<file path="src/verilog/drop_report_cfg.svh">
// register offsets, field positions, reset values and codes of the drop reporter
`ifndef DROP_REPORT_CFG_SVH
`define DROP_REPORT_CFG_SVH

// ****************************************
// register indices and byte addresses
// ****************************************
`define IDX_RATE_DROP_CNT 14'h1c18
`define IDX_DROP_INT_MASK 14'h1c20
`define IDX_DROP_INT_PEND 14'h1c21
`define ADDR_RATE_DROP_CNT 16'h7060
`define ADDR_DROP_INT_MASK 16'h7080
`define ADDR_DROP_INT_PEND 16'h7084
`define ADDR_IRQ_STAT 16'h7090
`define ADDR_IRQ_EN 16'h7094
`define ADDR_IRQ_CLR 16'h7098

// ****************************************
// field positions and reset values
// ****************************************
`define MASK_BIT 0
`define MASK_RESET 1'h1
`define CNT_RESET 32'h0000_0000
`define CNT_MAX 32'hffff_ffff
`define SLOT_B_REASON_LSB 10
`define SLOT_B_PORT_LSB 8
`define SLOT_B_VALID_BIT 7
`define SLOT_A_REASON_LSB 3
`define SLOT_A_PORT_LSB 1
`define SLOT_A_VALID_BIT 0

// ****************************************
// drop reason and port codes
// ****************************************
`define RSN_BCAST_LEVEL 4'h0
`define RSN_RED 4'h1
`define RSN_NO_BUFFER 4'h2
`define RSN_NO_DESC 4'h3
`define RSN_NO_DEST 4'h4
`define RSN_RX_ERROR 4'h5
`define RSN_DROP_LEVEL 4'h6
`define RSN_YELLOW 4'h9
`define PORT_HOST 2'h0
`define PORT_ONE 2'h1
`define PORT_TWO 2'h2

`endif

</file>
<file path="src/verilog/drop_report_pkg.sv">
// types shared by the drop event reporter
package drop_report_pkg;

    typedef struct packed {
        logic valid;
        logic [1:0] port;
        logic [3:0] reason;
    } drop_slot_t;

    typedef struct packed {
        logic valid;
        logic [3:0] reason;
        logic [1:0] port;
    } drop_event_t;

    typedef struct packed {
        logic [15:0] addr;
        logic [31:0] wdata;
        logic wr;
        logic rd;
    } reg_req_t;

endpackage

</file>
<file path="src/verilog/drop_event_filter.sv">
// checks an incoming drop event and passes only reportable codes
`timescale 1ns/100ps
`default_nettype none
`include "drop_report_cfg.svh"

module drop_event_filter (
    // incoming event
    input wire drop_report_pkg::drop_event_t event_in,
    // checked event
    output logic legal_out
);

    logic code_ok;
    logic port_ok;

    // reserved codes are never recorded, so a slot never reports them
    always_comb begin
        unique case (event_in.reason)
            `RSN_BCAST_LEVEL, `RSN_RED, `RSN_NO_BUFFER, `RSN_NO_DESC,
            `RSN_NO_DEST, `RSN_RX_ERROR, `RSN_DROP_LEVEL,
            `RSN_YELLOW: code_ok = 1'b1;
            default: code_ok = 1'b0;
        endcase
    end

    assign port_ok = (event_in.port != 2'h3);
    assign legal_out = event_in.valid && code_ok && port_ok;

endmodule
`default_nettype wire

</file>
<file path="src/verilog/drop_event_reporter.sv">
// port 2 rate drop counter, drop interrupt mask and two-slot pending status
//
// Overview of operation
// count port 2 ingress rate-limit drops
// read returns count, then clears it
// counter saturates at all ones
// mask bit 0 resets set, blocks interrupt
// mask gates interrupt only, not capture
// two independent drop status slots
// slot B reason 13:10, port 9:8, valid 7
// slot A reason 6:3, port 2:1, valid 0
// reason codes zero to three defined
// reason codes four to six defined
// code nine yellow; others reserved, unreported
// port codes host, one, two; three reserved
// slot A shares slot B reason codes
// pending fields reset and clear on read
// fill slot A first, then B, else drop
// interrupt while valid slot and unmasked
//
// The implementer's own choice: strobed register access.
`timescale 1ns/100ps
`default_nettype none
`include "drop_report_cfg.svh"

module drop_event_reporter (
    // clock and reset
    input wire logic clk_in,
    input wire logic sys_rst_in,
    // register port
    input wire logic [15:0] reg_addr_in,
    input wire logic [31:0] reg_wdata_in,
    input wire logic reg_wr_in,
    input wire logic reg_rd_in,
    output logic [31:0] reg_rdata_out,
    // buffer manager events
    input wire logic rate_drop_p2_in,
    input wire logic drop_valid_in,
    input wire logic [3:0] drop_reason_in,
    input wire logic [1:0] drop_port_in,
    // interrupt
    output logic irq_out
);

    // ****************************************
    // state
    // ****************************************
    typedef struct packed {
        logic [31:0] count;
        logic mask;
        drop_report_pkg::drop_slot_t slot_a;
        drop_report_pkg::drop_slot_t slot_b;
        logic [31:0] rdata;
        logic irq;
        logic [2:0] irq_stat;
        logic [2:0] irq_en;
    } state_t;

    state_t st;
    state_t next_st;
    drop_report_pkg::drop_event_t ev;
    drop_report_pkg::reg_req_t req;
    logic ev_legal;
    logic rd_cnt;
    logic rd_pend;
    logic wr_mask;
    logic [2:0] ev_bits;

    assign ev = '{valid: drop_valid_in, reason: drop_reason_in,
                  port: drop_port_in};
    assign req = '{addr: reg_addr_in, wdata: reg_wdata_in,
                   wr: reg_wr_in, rd: reg_rd_in};

    drop_event_filter u_filter (
        .event_in(ev),
        .legal_out(ev_legal)
    );

    assign rd_cnt = req.rd && (req.addr == `ADDR_RATE_DROP_CNT);
    assign rd_pend = req.rd && (req.addr == `ADDR_DROP_INT_PEND);
    assign wr_mask = req.wr && (req.addr == `ADDR_DROP_INT_MASK);

    // ****************************************
    // next state
    // ****************************************
    always_comb begin
        next_st = st;
        // counter: clear on read, but a drop in the same cycle counts
        if (rd_cnt) begin
            next_st.count = 32'h0;
        end
        if (rate_drop_p2_in) begin
            if (rd_cnt) begin
                next_st.count = 32'h1;
            end else if (st.count != `CNT_MAX) begin
                next_st.count = st.count + 32'h1;
            end
        end
        if (wr_mask) begin
            next_st.mask = req.wdata[`MASK_BIT];
        end
        // pending read clears both slots; a new event lands in empty slot A
        if (rd_pend) begin
            next_st.slot_a = '0;
            next_st.slot_b = '0;
        end
        // capture is independent of the mask
        if (ev_legal) begin
            if (!st.slot_a.valid || rd_pend) begin
                next_st.slot_a = '{valid: 1'b1, port: ev.port,
                                   reason: ev.reason};
            end else if (!st.slot_b.valid) begin
                next_st.slot_b = '{valid: 1'b1, port: ev.port,
                                   reason: ev.reason};
            end
        end
        // side status: 0 count event, 1 legal event, 2 slot overflow
        ev_bits[0] = rate_drop_p2_in;
        ev_bits[1] = ev_legal;
        ev_bits[2] = ev_legal && st.slot_a.valid && st.slot_b.valid
                     && !rd_pend;
        if (req.wr && req.addr == `ADDR_IRQ_CLR) begin
            next_st.irq_stat = st.irq_stat & ~req.wdata[2:0];
        end
        if (req.wr && req.addr == `ADDR_IRQ_EN) begin
            next_st.irq_en = req.wdata[2:0];
        end
        next_st.irq_stat = next_st.irq_stat | ev_bits;
        // read data
        next_st.rdata = 32'h0;
        if (req.rd) begin
            unique case (req.addr)
                `ADDR_RATE_DROP_CNT: next_st.rdata = st.count;
                `ADDR_DROP_INT_MASK: next_st.rdata = {31'h0, st.mask};
                `ADDR_DROP_INT_PEND: next_st.rdata = {18'h0,
                    st.slot_b.reason, st.slot_b.port, st.slot_b.valid,
                    st.slot_a.reason, st.slot_a.port,
                    st.slot_a.valid};
                `ADDR_IRQ_STAT: next_st.rdata = {29'h0, st.irq_stat};
                `ADDR_IRQ_EN: next_st.rdata = {29'h0, st.irq_en};
                default: next_st.rdata = 32'h0;
            endcase
        end
        // interrupt follows the state being registered; the one mask bit
        // silences the side status too, so software has a single off switch
        next_st.irq = !next_st.mask
                      && (next_st.slot_a.valid || next_st.slot_b.valid
                          || |(next_st.irq_stat & next_st.irq_en));
    end

    always_ff @(posedge clk_in) begin
        if (sys_rst_in) begin
            st.count <= `CNT_RESET;
            st.mask <= `MASK_RESET;
            st.slot_a <= '0;
            st.slot_b <= '0;
            st.rdata <= 32'h0;
            st.irq <= 1'b0;
            st.irq_stat <= 3'h0;
            st.irq_en <= 3'h0;
        end else begin
            st <= next_st;
        end
    end

    assign reg_rdata_out = st.rdata;
    assign irq_out = st.irq;
endmodule
`default_nettype wire

</file>
<file path="config.mk">
export PLATFORM = sky130hd
export DESIGN_NAME = drop_event_reporter
export DESIGN_NICKNAME = d
export VERILOG_FILES = /design/src/verilog/drop_report_pkg.sv /design/src/verilog/drop_event_filter.sv /design/src/verilog/drop_event_reporter.sv
export VERILOG_INCLUDE_DIRS = /design/src /design/src/verilog
export SDC_FILE = /design/constraint.sdc
export NUM_CORES = 1
export LEC_CHECK = 0
export ABC_AREA = 1
export ABC_CLOCK_PERIOD_IN_PS = 4600
export BUFFER_PORTS_ARGS = -buffer_cell sky130_fd_sc_hd__clkbuf_2
export CORE_MARGIN = 8
export CORE_UTILIZATION = 30
export CTS_BUF_LIST = sky130_fd_sc_hd__clkbuf_4 sky130_fd_sc_hd__clkbuf_8
export CTS_CLUSTER_SIZE = 28
export DETAILED_ROUTE_END_ITERATION = 6
export GPL_TIMING_DRIVEN = 0
export PLACE_DENSITY = 0.47
export SYNTH_ARGS = -nofsm -noshare
export SYNTH_HDL_FRONTEND = slang
export SYNTH_SLANG_ARGS = --single-unit
</file>
<file path="constraint.sdc">
create_clock -name clk_in -period 4.6 [get_ports clk_in]
set_clock_uncertainty 0.05 [all_clocks]
set_input_delay 0.92 -clock clk_in [delete_from_list [all_inputs] [get_ports clk_in]]
set_output_delay 0.92 -clock clk_in [all_outputs]
set_load 0.02 [all_outputs]
</file>
# After elaboration in Yosys (flattened, before gate mapping)
# Memory sizes are Yosys's and may differ from the RTL's.
# Cells that the tools add are included.
# Widths: inputs -> output; s select.
[op_classes] add_sub_neg=1 n_mul=0 div_mod_pow=0 magnitude_cmp=0 eq_ne=8 shifts=0 n_mux=13 bitwise_logic=5 reduce_logical=19
[op_table] operator="$pmux 32 s5" count=1
[op_table] operator="$mux 32" count=4
[op_table] operator="$eq 16x15->1 const B" count=6
[op_table] operator="$add 32x1->32 const B" count=1
[op_table] operator="$ne 32x32->1 const B" count=1
[op_table] operator="$mux 14" count=2
[op_table] operator="$mux 7" count=3
[op_table] operator="$logic_and 1x1->1" count=11
[op_table] operator="$and 3x3->3" count=2
[op_table] operator="$mux 3" count=2
[op_table] operator="$logic_not 1->1" count=3
[op_table] operator="$logic_or 1x1->1" count=3
[op_table] operator="$not 3->3" count=1
[op_table] operator="$or 3x3->3" count=1
[op_table] operator="$reduce_or 3->1" count=1
[op_table] operator="$ne 2x2->1 const B" count=1
[op_table] operator="$reduce_or 2->1" count=1
[op_table] operator="$mux 1" count=1
[op_table] operator="$not 1->1" count=1
[totals] regBits=86 latchBits=0 mem_bits_rw=0 rom_bits=16 in_bits=60 out_inout_bits=33 n_memories=1
[memory_table] memory="(no name shown)" words=16 word_bits=1 read_ports=1 rd_ports_with_merged_regs=0 wr=0 line="drop_event_filter.sv:18" rtl="unique case (event_in.reason)"

# Logic depth before layout (Yosys ltp)
# Gate-level depths: netlist of run 1.
# An unclocked memory read counts as a cell.
[depth] depth_word=11 ltp_mapped=13 depth_no_buf=13

# Cells and area by module
# A second synthesis of run 1 with hierarchy kept.
[unflattened] cells_unflattened=613 area_unflattened_um2=4217.8
[by_module_without_submodules] mod="drop_event_reporter" instances=1 cells_each=603 area_each_um2=4172.8 seq_area_each_um2=1721.7
[by_module_without_submodules] mod="drop_event_filter" instances=1 cells_each=10 area_each_um2=45.0 seq_area_each_um2=0.0

# Worst setup path after synthesis of run 1
# No wires, ideal clock.
[synth_timing] kind="input port to flip-flop" start="in reg_addr_in[11]" end="reg st[59] (netlist name)" setup_ps=115 t_arrival_ps=2014 required_ps=4435 path_slack_ps=2421 cell_stages=11 path_buffers=1 path_cell_list="nor2_1 -> nand2_2 -> nor2_8 -> nand2_4 -> nor2_8 -> nand2_4 -> nand2_4 -> inv_2 -> buf_4 -> nand2_1 -> nor2_1"
[synth_between] elab_chain_len=6
[synth_lines] item="start, declared" line="drop_event_reporter.sv:31" rtl="input wire logic [15:0] reg_addr_in,"
[synth_lines] item="$eq 16x15->1 (*)"
[synth_lines] item="$logic_and 1x1->1 (*)" line="drop_event_reporter.sv:79" rtl="assign rd_cnt = req.rd && (req.addr == `ADDR_RATE_DROP_CNT);"
[synth_lines] item="$mux 32" line="drop_event_reporter.sv:89" rtl="if (rd_cnt) begin"
[synth_lines] item="$mux 32" line="drop_event_reporter.sv:95" rtl="end else if (st.count != `CNT_MAX) begin"
[synth_lines] item="$mux 32" line="drop_event_reporter.sv:93" rtl="if (rd_cnt) begin"
[synth_lines] item="$mux 32 (*)" line="drop_event_reporter.sv:92" rtl="if (rate_drop_p2_in) begin"
[synth_lines] item="end signal, assigned" line="drop_event_reporter.sv:162" rtl="st <= next_st;"
[synth_lines] item="end, declared" line="drop_event_reporter.sv:59" rtl="state_t st;"
# Every way passes the cells marked *; elsewhere a longest branch is shown, timed or not.
# A chain may end at the register's enable or synchronous reset.

# Final worst setup path of run 1
[layout_timing] start="in reg_addr_in[1]" end="reg st, in the netlist reg_rdata_out[6]"
[layout_between] elab_chain_len=2 elab_cells_between_ends=6
[layout_lines] item="$eq 16x15->1" line="drop_event_reporter.sv:132" rtl="unique case (req.addr)"
[layout_lines] item="$pmux 32 s5 (*)" line="drop_event_reporter.sv:132"
# Marks and branches as above.

==> results of run 1 <==
==> cells in the final DEF (no fill, tap or decap), types with 3 or more instances in the layout <==
master / Yosys / final
o21ai_1: 5 / 5
a21oi_1: 46 / 46
nor4_1: 3 / 3
clkbuf_8: 0 / 9
o21ai_0: 24 / 24
nand2_4: 4 / 4
nand2_1: 146 / 146
clkbuf_1: 5 / 5
nand3_1: 28 / 28
nor3_1: 27 / 27
buf_2: 4 / 4
buf_4: 34 / 34
nand4_1: 20 / 20
inv_1: 67 / 67
nor2_4: 3 / 3
nor2_1: 76 / 76
clkbuf_2: 0 / 62
dfxtp_1: 86 / 86
nand2_2: 9 / 9
nor2_2: 5 / 5
==> cell usage after synthesis, drive strengths merged <==
cell      n
nand2   160
inv      70
o21ai    29
o21a      1
nand4    20
o21bai    1
nor2     86
ha        1
buf      41
clkbuf    5
dfxtp    86
nand3    30
a21oi    46
o211a     1
o22ai     1
nor3     28
a31oi     1
nor4      4
==> kinds of logic (layout without fill, tap and decap cells) <==
group,Yosys count,after routing,synth area share (%)
AND/OR/NAND/NOR,328,328,35.78
adder cells (fa/ha/maj),1,1,0.2925
AO/OA/AOI/OAI,80,80,9.655
buffers and inverters,116,191,14.01
flip-flops,86,86,40.26
==> path summary, 6_finish.rpt <==
path                  start  slack (ps)               end  depth (start not counted)
max reg2reg          st[55]        2630            st[85]                          7
min reg2reg          st[48]         420            st[48]                          2
max          reg_addr_in[1]        2410  reg_rdata_out[6]                          6
min                  st[48]         420            st[48]                          2
==> final cells by class <==
cell class	count	area, um^2	share of cell area [%]
Buffer	46	331.6	6.680
Clock buffer	11	138.9	2.798
Clock inverter	2	12.51	0.2521
Inverter	70	267.8	5.395
Multi-Input combinational cell	409	1956	39.40
Sequential cell	86	1722	34.69
Tap cell	180	225.2	4.537
Timing Repair Buffer	62	310.3	6.252
==> per-layer routing <==
layer / wire, um / share of wire, % / up-vias / GRT usage [%]
met5: 0 / 0 / - / 0
met4: 197 / 1.7 / 0 / 4.750
met3: 612 / 5.4 / 16 / 4.080
met2: 5419 / 48 / 84 / 21.07
met1: 5033 / 45 / 1809 / 15.28
li1: - / - / 2076 / -
==> sequential cells by signal, summed over array words and instances (netlist names) <==
| register | flops |
|---|---|
| irq_out | 1 |
| reg_rdata_out | 32 |
| st | 53 |
==> power by group <==
| group | switching (mW) | internal [mW] |
|---|---|---|
| logic | 0.0544 | 0.0307 |
| registers | 0.00567 | 0.753 |
| clock network | 0.256 | 0.198 |
==> metrics by stage <==
stage          setup WS [ps]  utilization [%]
4_1_cts                 2363            35.76
5_1_grt                 2257            35.76
3_3_place_gp            1962            34.67
6_report                2415            35.76
3_5_place_dp            1967            34.67
2_1_floorplan           2421                -
==> worst max-delay path: stages <==
cell and delay [ps]:
clkbuf_2 80, nor2_1 160, nand2_1 160, nor4_4 510
o21ai_1 310, a21oi_1 280
==> metrics.txt, run 1 <==
IO buf count 62; first-pass GRT wire length 18,580 um; GPL Wtd Cong 0.8835; worst slew pin tran 577.3 ps; Die H 135.4 um; vias per inst 4.602; largest net degree at the start of global routing 13; CP endpoint kind flip-flop; die area 18,330 um^2; placed cell count 853; status complete, no violations; sequential share of the synthesized area 40.26%; antenna violations before repair 0; Max Freq 0.4576 GHz; Iteration-0 DRC Markers 205; hold buffers post-CTS 0; startpoint types input pin; synthesized instance count 611; Synth Area per Inst 6.999 um^2; Fillers 1,520; clk_lat worst skew 380 ps; synth unique cells 33; Clock Path Buffers 2; Pwr Total 1.298 mW; area of the core 13,880 um^2; # DRC 0; post-synth top area cell dfxtp_1; post-route cell area 4964 um^2; Syn Std Cell Area 4277 um^2; power per cell area 261.5 nW/um^2; hold_ws 418.3 ps; CTS tree built; drt wl/cell 13.01 um; layout cells sized above 1 21.43%; Fin. Hold Viols 0; Cell Count, Final, Fillers Out 866; vias in the first global route 3,871; syn nets 672; hpwl dp 8828 um; Worst Path Max Fanout 7; Antenna Nets Post-Route 0; Placement Rows 43; Lkg Pwr 2.220 nW; die width 135.4 um; Final Max Tran Viols 0; vias 3,985; DRT Pass-1 Iters 4; worst ir drop on vdd 0.1660 mV; clk root buf clkbuf_8; post-CTS sizing 0; n_diodes 0; Yosys reg bits 86; IO Count 93; Max-slew headroom 61.51%; Setup TNS Final 0 ps; Yosys top cell area share 40.26%; # setup viols final 0; Min Clock Period, post-route 2185 ps; Reg clk slew, reported paths 80 ps; H-tree lvl count 3; Starting Density 30.81%; Worst Hold Class flip-flop to flip-flop; CP Data Required Time 4830 ps; synth top area cells dfxtp_1 40%, nand2_1 13%, nor2_1 6.7%; GRT Total Usage 12.81%; reported max-cap violation count 0; gr ovfl total 0; kind of critical path input pin to flip-flop; Data arrival, critical path 2420 ps; Total Nets Final 745; clk sinks 86; post-CTS setup buffers 0; crit share post-route 47.50%; aggregate routed wire length 11,260 um; synthesis-to-layout area growth 16.06%; RSZ-0062 raised after global routing no; dpl cell area 4812 um^2; total CTS buffers 9; Synth warnings 0
Note: power is estimated with default switching activity, not from simulation.
==> run 2, diff against run 1 <==
--- a/config.mk
+++ b/config.mk
@@ -7,7 +7,7 @@
 export NUM_CORES = 1
 export LEC_CHECK = 0
 export ABC_AREA = 1
-export ABC_CLOCK_PERIOD_IN_PS = 4600
+export ABC_CLOCK_PERIOD_IN_PS = 2100
 export BUFFER_PORTS_ARGS = -buffer_cell sky130_fd_sc_hd__clkbuf_2
 export CORE_MARGIN = 8
 export CORE_UTILIZATION = 30
==> constraint.sdc (replaced) <==
create_clock -name clk_in -period 2.1 [get_ports clk_in]
set_clock_uncertainty 0.05 [all_clocks]
set_input_delay 0.42 -clock clk_in [delete_from_list [all_inputs] [get_ports clk_in]]
set_output_delay 0.42 -clock clk_in [all_outputs]
set_load 0.02 [all_outputs]
==> metrics.txt, run 2 (synthesis gave the netlist of run 1 again) <==
vias 3,981; CP max-delay cell dfxtp_1; first-pass GRT wire length 18,580 um; crit-path cells ha_1 -> inv_1 -> nor2_2 -> nand2_2 -> nor2_4 -> nand2_4 -> nand2_8 -> nor2_1 -> nand2_1 -> o21ai_0 -> nor2_1; Worst Hold Class input pin to flip-flop; power per cell area 571.9 nW/um^2; Top delay family on crit path simple AND/OR/NAND/NOR gates; Hold EP st[5]; busiest grt layer met2; switching power 0.6918 mW; largest stage delay on the critical path 340 ps; vias per inst 4.597; Min Clock Period, post-route 1895 ps; hold buffers post-CTS 0; Worst Hold Depth 2; most flop-heavy register st; Max-slew headroom 61.60%; IO buf count 62; clk sinks 86; clk root buf clkbuf_8; most common cell after layout, fill and taps aside nand2_1; kind of critical path flip-flop to flip-flop; area of the core 13,880 um^2; Starting Density 30.81%; synthesis-to-layout area growth 16.24%; antenna violations before repair 0; Reg clk slew, reported paths 80 ps; largest net degree at the start of global routing 13; Worst Path Max Fanout 9; H-tree lvl count 3; worst ir drop on vdd 0.3631 mV; DRT Pass-1 Iters 5; Pwr Total 2.843 mW; worst slew pin tran 575.9 ps; Clk network pwr share 35.0%; CTS tree built; Placement Rows 43; status complete, no violations; crit share post-route 90.23%; total CTS buffers 9; Comb pwr share 6.6%; startpoint types flip-flop; Iteration-0 DRC Markers 182; Sw Share 24.33%; WP buf/inv 1; Total Nets Final 745; n_diodes 0; Final Max Tran Viols 0; Critical Path Most Common Cell nor2_1; Clock Path Buffers 2; R2R depth 11; drt wl/cell 12.99 um; Setup WS post-layout 205.2 ps; clk_lat worst skew 380 ps; Max Freq 0.5278 GHz; # setup viols final 0; Cell Int Power 2.151 mW; CP endpoint kind flip-flop; M1 GR Usage 15.28%; Reg power frac 58.5%; Data arrival, critical path 2110 ps; RSZ-0062 raised after global routing no; layout cells sized above 1 21.72%; gr ovfl total 0; die width 135.4 um; CP Data Required Time 2310 ps; die area 18,330 um^2; IO Count 93; hpwl dp 8828 um; Lkg Pwr 2.220 nW; # DRC 0; pre-CTS setup slack -33.34 ps; Die H 135.4 um; vias in the first global route 3,871; reg2reg setup slack 210 ps; Reg2Reg Launch Point st[54]; Util after Layout 35.81%; reported max-cap violation count 0; hold_sp sys_rst_in; GRT Total Usage 12.81%; grt met3 use 4.080%; worst r2r dst st[66]; max reg flops 53; post-CTS setup buffers 0; Fin. Hold Viols 0; GR Layer Usage met2 21.07%; Antenna Nets Post-Route 0; post-CTS sizing 0; most frequent cells in the layout 146 x nand2_1, 86 x dfxtp_1, 75 x nor2_1; GPL Wtd Cong 0.8835; aggregate routed wire length 11,250 um
## run 2: area by class of cell
| type | instances | area, um^2 |
|---|---|---|
| fill | 1523 | 8910 |
| inverter | 70 | 267.8 |
| buffer | 46 | 331.6 |
| clock buffer | 11 | 138.9 |
| clock inverter | 2 | 12.51 |
| timing repair buffer | 62 | 310.3 |
| tap | 180 | 225.2 |
| sequential | 86 | 1722 |
| multi-input combinational | 409 | 1963 |
## run 2: worst max path at each step
stage | start | endpoint | slack [ps] | cells past startpoint
2_1_floorplan | reg_addr_in[11] | st[59] | 420 | 11
3_3_place_gp | reg_addr_in[4] | reg_rdata_out[6] | -40 | 6
3_5_place_dp | reg_addr_in[1] | reg_rdata_out[6] | -30 | 6
4_1_cts | st[55] | st[85] | 130 | 8
5_1_grt | st[54] | st[66] | 20 | 11
6_report | st[54] | st[66] | 210 | 11
## run 2: stage by stage
stage | hold slack [ps] | area, um^2 | TNS (ps) | std cells
after floorplan | 389.6 | 4277 | 0 | 611
after global placement | 407.2 | 4812 | -38.56 | 853
after detailed placement | 406.7 | 4812 | -33.34 | 853
after CTS | 211.1 | 4964 | 0 | 866
after global routing | 215.2 | 4971 | 0 | 866
final | 248.3 | 4971 | 0 | 866
## run 2: power by group through the flow
stage | combinational [mW] | sequential (mW) | clock (mW)
final | 0.186 | 1.66 | 0.995
after global routing | 0.208 | 1.67 | 1.12
after CTS | 0.189 | 1.66 | 1.05
after detailed placement | 0.188 | 1.70 | 0
after global placement | 0.186 | 1.70 | 0
after floorplan | 0.116 | 1.70 | 0
## run 2: per-layer routing
layer  routed length (um)  part of all wire [%]
met5                    0                     0
met4                  191                   1.7
met3                  599                   5.3
met2                 5390                    48
met1                 5069                    45
## run 2: worst reg2reg max path: cells and delay by family (launching register included)
kind,cells,cell delay (ps)
compound gates,1,170
simple gates,8,940
fa+ha+maj,1,200
flops,1,340
buf+inv,1,90
==> run 3, diff against run 2 <==
--- a/config.mk
+++ b/config.mk
@@ -15,7 +15,9 @@
 export CTS_CLUSTER_SIZE = 28
 export DETAILED_ROUTE_END_ITERATION = 6
 export GPL_TIMING_DRIVEN = 0
+export MAX_ROUTING_LAYER = met4
 export PLACE_DENSITY = 0.47
 export SYNTH_ARGS = -nofsm -noshare
 export SYNTH_HDL_FRONTEND = slang
+export SYNTH_HIERARCHICAL = 1
 export SYNTH_SLANG_ARGS = --single-unit
==> metrics.txt, run 3 <==
status complete, no violations; area of the core 13,830 um^2; dominant synthesized flop cell dfxtp_1; GRT Total Usage 12.94%; die width 134.6 um; vias in the first global route 3,907; Reg2Reg Launch Point st[54]; aggregate routed wire length 10,860 um; Post-synth EDFFs 0; Die H 134.6 um; Reg clk slew, reported paths 80 ps; Final Max Tran Viols 0; Iteration-0 DRC Markers 131; startpoint types flip-flop; hpwl dp 8553 um; crit-path cells ha_1 -> nand3_1 -> nor2_4 -> nand2_1 -> nor2_2 -> nand3_2 -> buf_2 -> nand4_1 -> nand2_1 -> nand2_1 -> nor2_1; power per cell area 586.1 nW/um^2; Syn Std Cell Area 4218 um^2; Yosys top cell area share 40.82%; max reg flops 53; RSZ-0062 raised after global routing no; crit share post-route 90.13%; total CTS buffers 9; kind of critical path flip-flop to flip-flop; CP endpoint kind flip-flop; clk sinks 86; clk_lat worst skew 380 ps; syn nets 674; switching power 0.7075 mW; Reg power frac 57.4%; Yosys reg bits 86; Antenna Nets Post-Route 0; H-tree lvl count 3; synth unique cells 36; Critical Path Most Common Cell nand2_1; Data arrival, critical path 2120 ps; reported max-cap violation count 0; most flop-heavy register st; Clock Path Buffers 2; top cells by count, synth 136 x nand2_1, 91 x nor2_1, 86 x dfxtp_1, 68 x inv_1, 37 x a21oi_1; worst r2r dst st[82]; clk root buf clkbuf_8; post-synth top area cell dfxtp_1; post-synthesis async set-or-reset flop share 0%; Comb pwr share 5.5%; CP max-delay cell dfxtp_1; largest stage delay on the critical path 390 ps; # setup viols final 0; drt wl/cell 12.45 um; cell with the most instances after synthesis nand2_1; vias per inst 4.508; pre-CTS setup slack -38.68 ps; Synth Area per Inst 6.881 um^2; Top delay family on crit path simple AND/OR/NAND/NOR gates; Fillers 1,505; Worst Hold Depth 2; Placement Rows 43; most common cell after layout, fill and taps aside nand2_1; CTS tree built; IO Count 93; Clk network pwr share 37.1%; Fin. Hold Viols 0; die area 18,110 um^2; synth top area cells dfxtp_1 41%, nand2_1 12%, nor2_1 8.1%; largest net degree at the start of global routing 14; Pwr Total 2.897 mW; IO buf count 62; Sw Share 24.42%; Min Clock Period, post-route 1893 ps; Cell Int Power 2.189 mW; worst ir drop on vdd 0.3950 mV; Starting Density 30.50%; Setup WS post-layout 207.2 ps; hold_sp sys_rst_in; antenna violations before repair 0; Max Freq 0.5283 GHz; GPL Wtd Cong 0.8338; sequential share of the synthesized area 40.82%; Worst Path Max Fanout 10; first-pass GRT wire length 18,340 um; CP Data Required Time 2330 ps; Hold EP st[3]; vias 3,931; Max-slew headroom 65.91%; R2R depth 11; Synth warnings 6; reg2reg setup slack 210 ps; most frequent cells in the layout 136 x nand2_1, 91 x nor2_1, 86 x dfxtp_1; worst slew pin tran 511.3 ps; DRT Pass-1 Iters 4; WP buf/inv 1; Setup TNS Final 0 ps; n_diodes 0; Total Nets Final 749; Worst Hold Class input pin to flip-flop; layout cells sized above 1 21.39%; Lkg Pwr 2.158 nW; gr ovfl total 0; synthesized instance count 613; # DRC 0; synthesis-to-layout area growth 17.18%
run 3: layout make-up:
class                   count  area (um^2)  area share (%)
multi-input cells         407         1897           38.38
flip-flops and latches     86         1722           34.84
repair buffers             64        325.3           6.582
plain buffers              47        325.3           6.582
inverters                  73        274.0           5.544
well taps                 180        225.2           4.557
clock buffers              11        151.4           3.063
clock inverters             4        22.52          0.4557
run 3: metal layers:
layer	up-vias	share of wire (%)	GRT usage, %
met1	1765	48	15.10
met5	-	0	-
met3	10	4.3	4.160
li1	2088	-	-
met2	68	47	21.20
met4	0	0.97	3.057
run 3: repair_timing:
action,4_1_cts,5_1_grt
hold buffers,0,0
gates resized for setup,0,0
buffers inserted,0,2
endpoints found under the setup margin,0,1
run 3: how the worst max path moves through the flow:
stage | from | end | slack, ps | depth (start not counted)
final | st[54] | st[82] | 210 | 11
after global routing | st[54] | st[72] | 40 | 11
after CTS | st[54] | st[82] | 160 | 11
after detailed placement | reg_addr_in[1] | st[78] | -40 | 12
after global placement | reg_addr_in[1] | st[81] | 10 | 12
after floorplan | reg_addr_in[11] | st[78] | 430 | 11
run 3: power by group through the flow:
stage                     Sequential [mW]  Combinational (mW)  Clock, mW
final                                1.66               0.160       1.07
after global routing                 1.67               0.183       1.18
after CTS                            1.66               0.162       1.12
after detailed placement             1.70               0.162          0
after global placement               1.70               0.159          0
after floorplan                      1.70              0.0959          0
run 3: cell families (layout without fill, tap and decap cells):
family / after synthesis / in the layout / share of synthesized area (%)
AND/OR/NAND/NOR: 327 / 327 / 34.44
adder cells (fa/ha/maj): 1 / 1 / 0.2966
buffers and inverters: 120 / 199 / 14.21
flip-flops: 86 / 86 / 40.82
AO/OA/AOI/OAI: 79 / 79 / 10.23
run 3: stage by stage:
stage	utilization, %	cell area (um^2)	cells	hold slack, ps
3_5_place_dp	34.38	4753	855	405.7
3_3_place_gp	34.38	4753	855	406.4
6_report	35.74	4942	872	285.4
5_1_grt	35.74	4942	872	276.0
2_1_floorplan	-	4218	613	386.9
4_1_cts	35.63	4927	870	267.0
run 3: worst reg2reg max path, delay by kind of cell (launching register included):
family,cells,cell delay [ps]
adder cells (fa/ha/maj),1,190
buffers and inverters,1,220
flip-flops,1,390
AND/OR/NAND/NOR,9,950
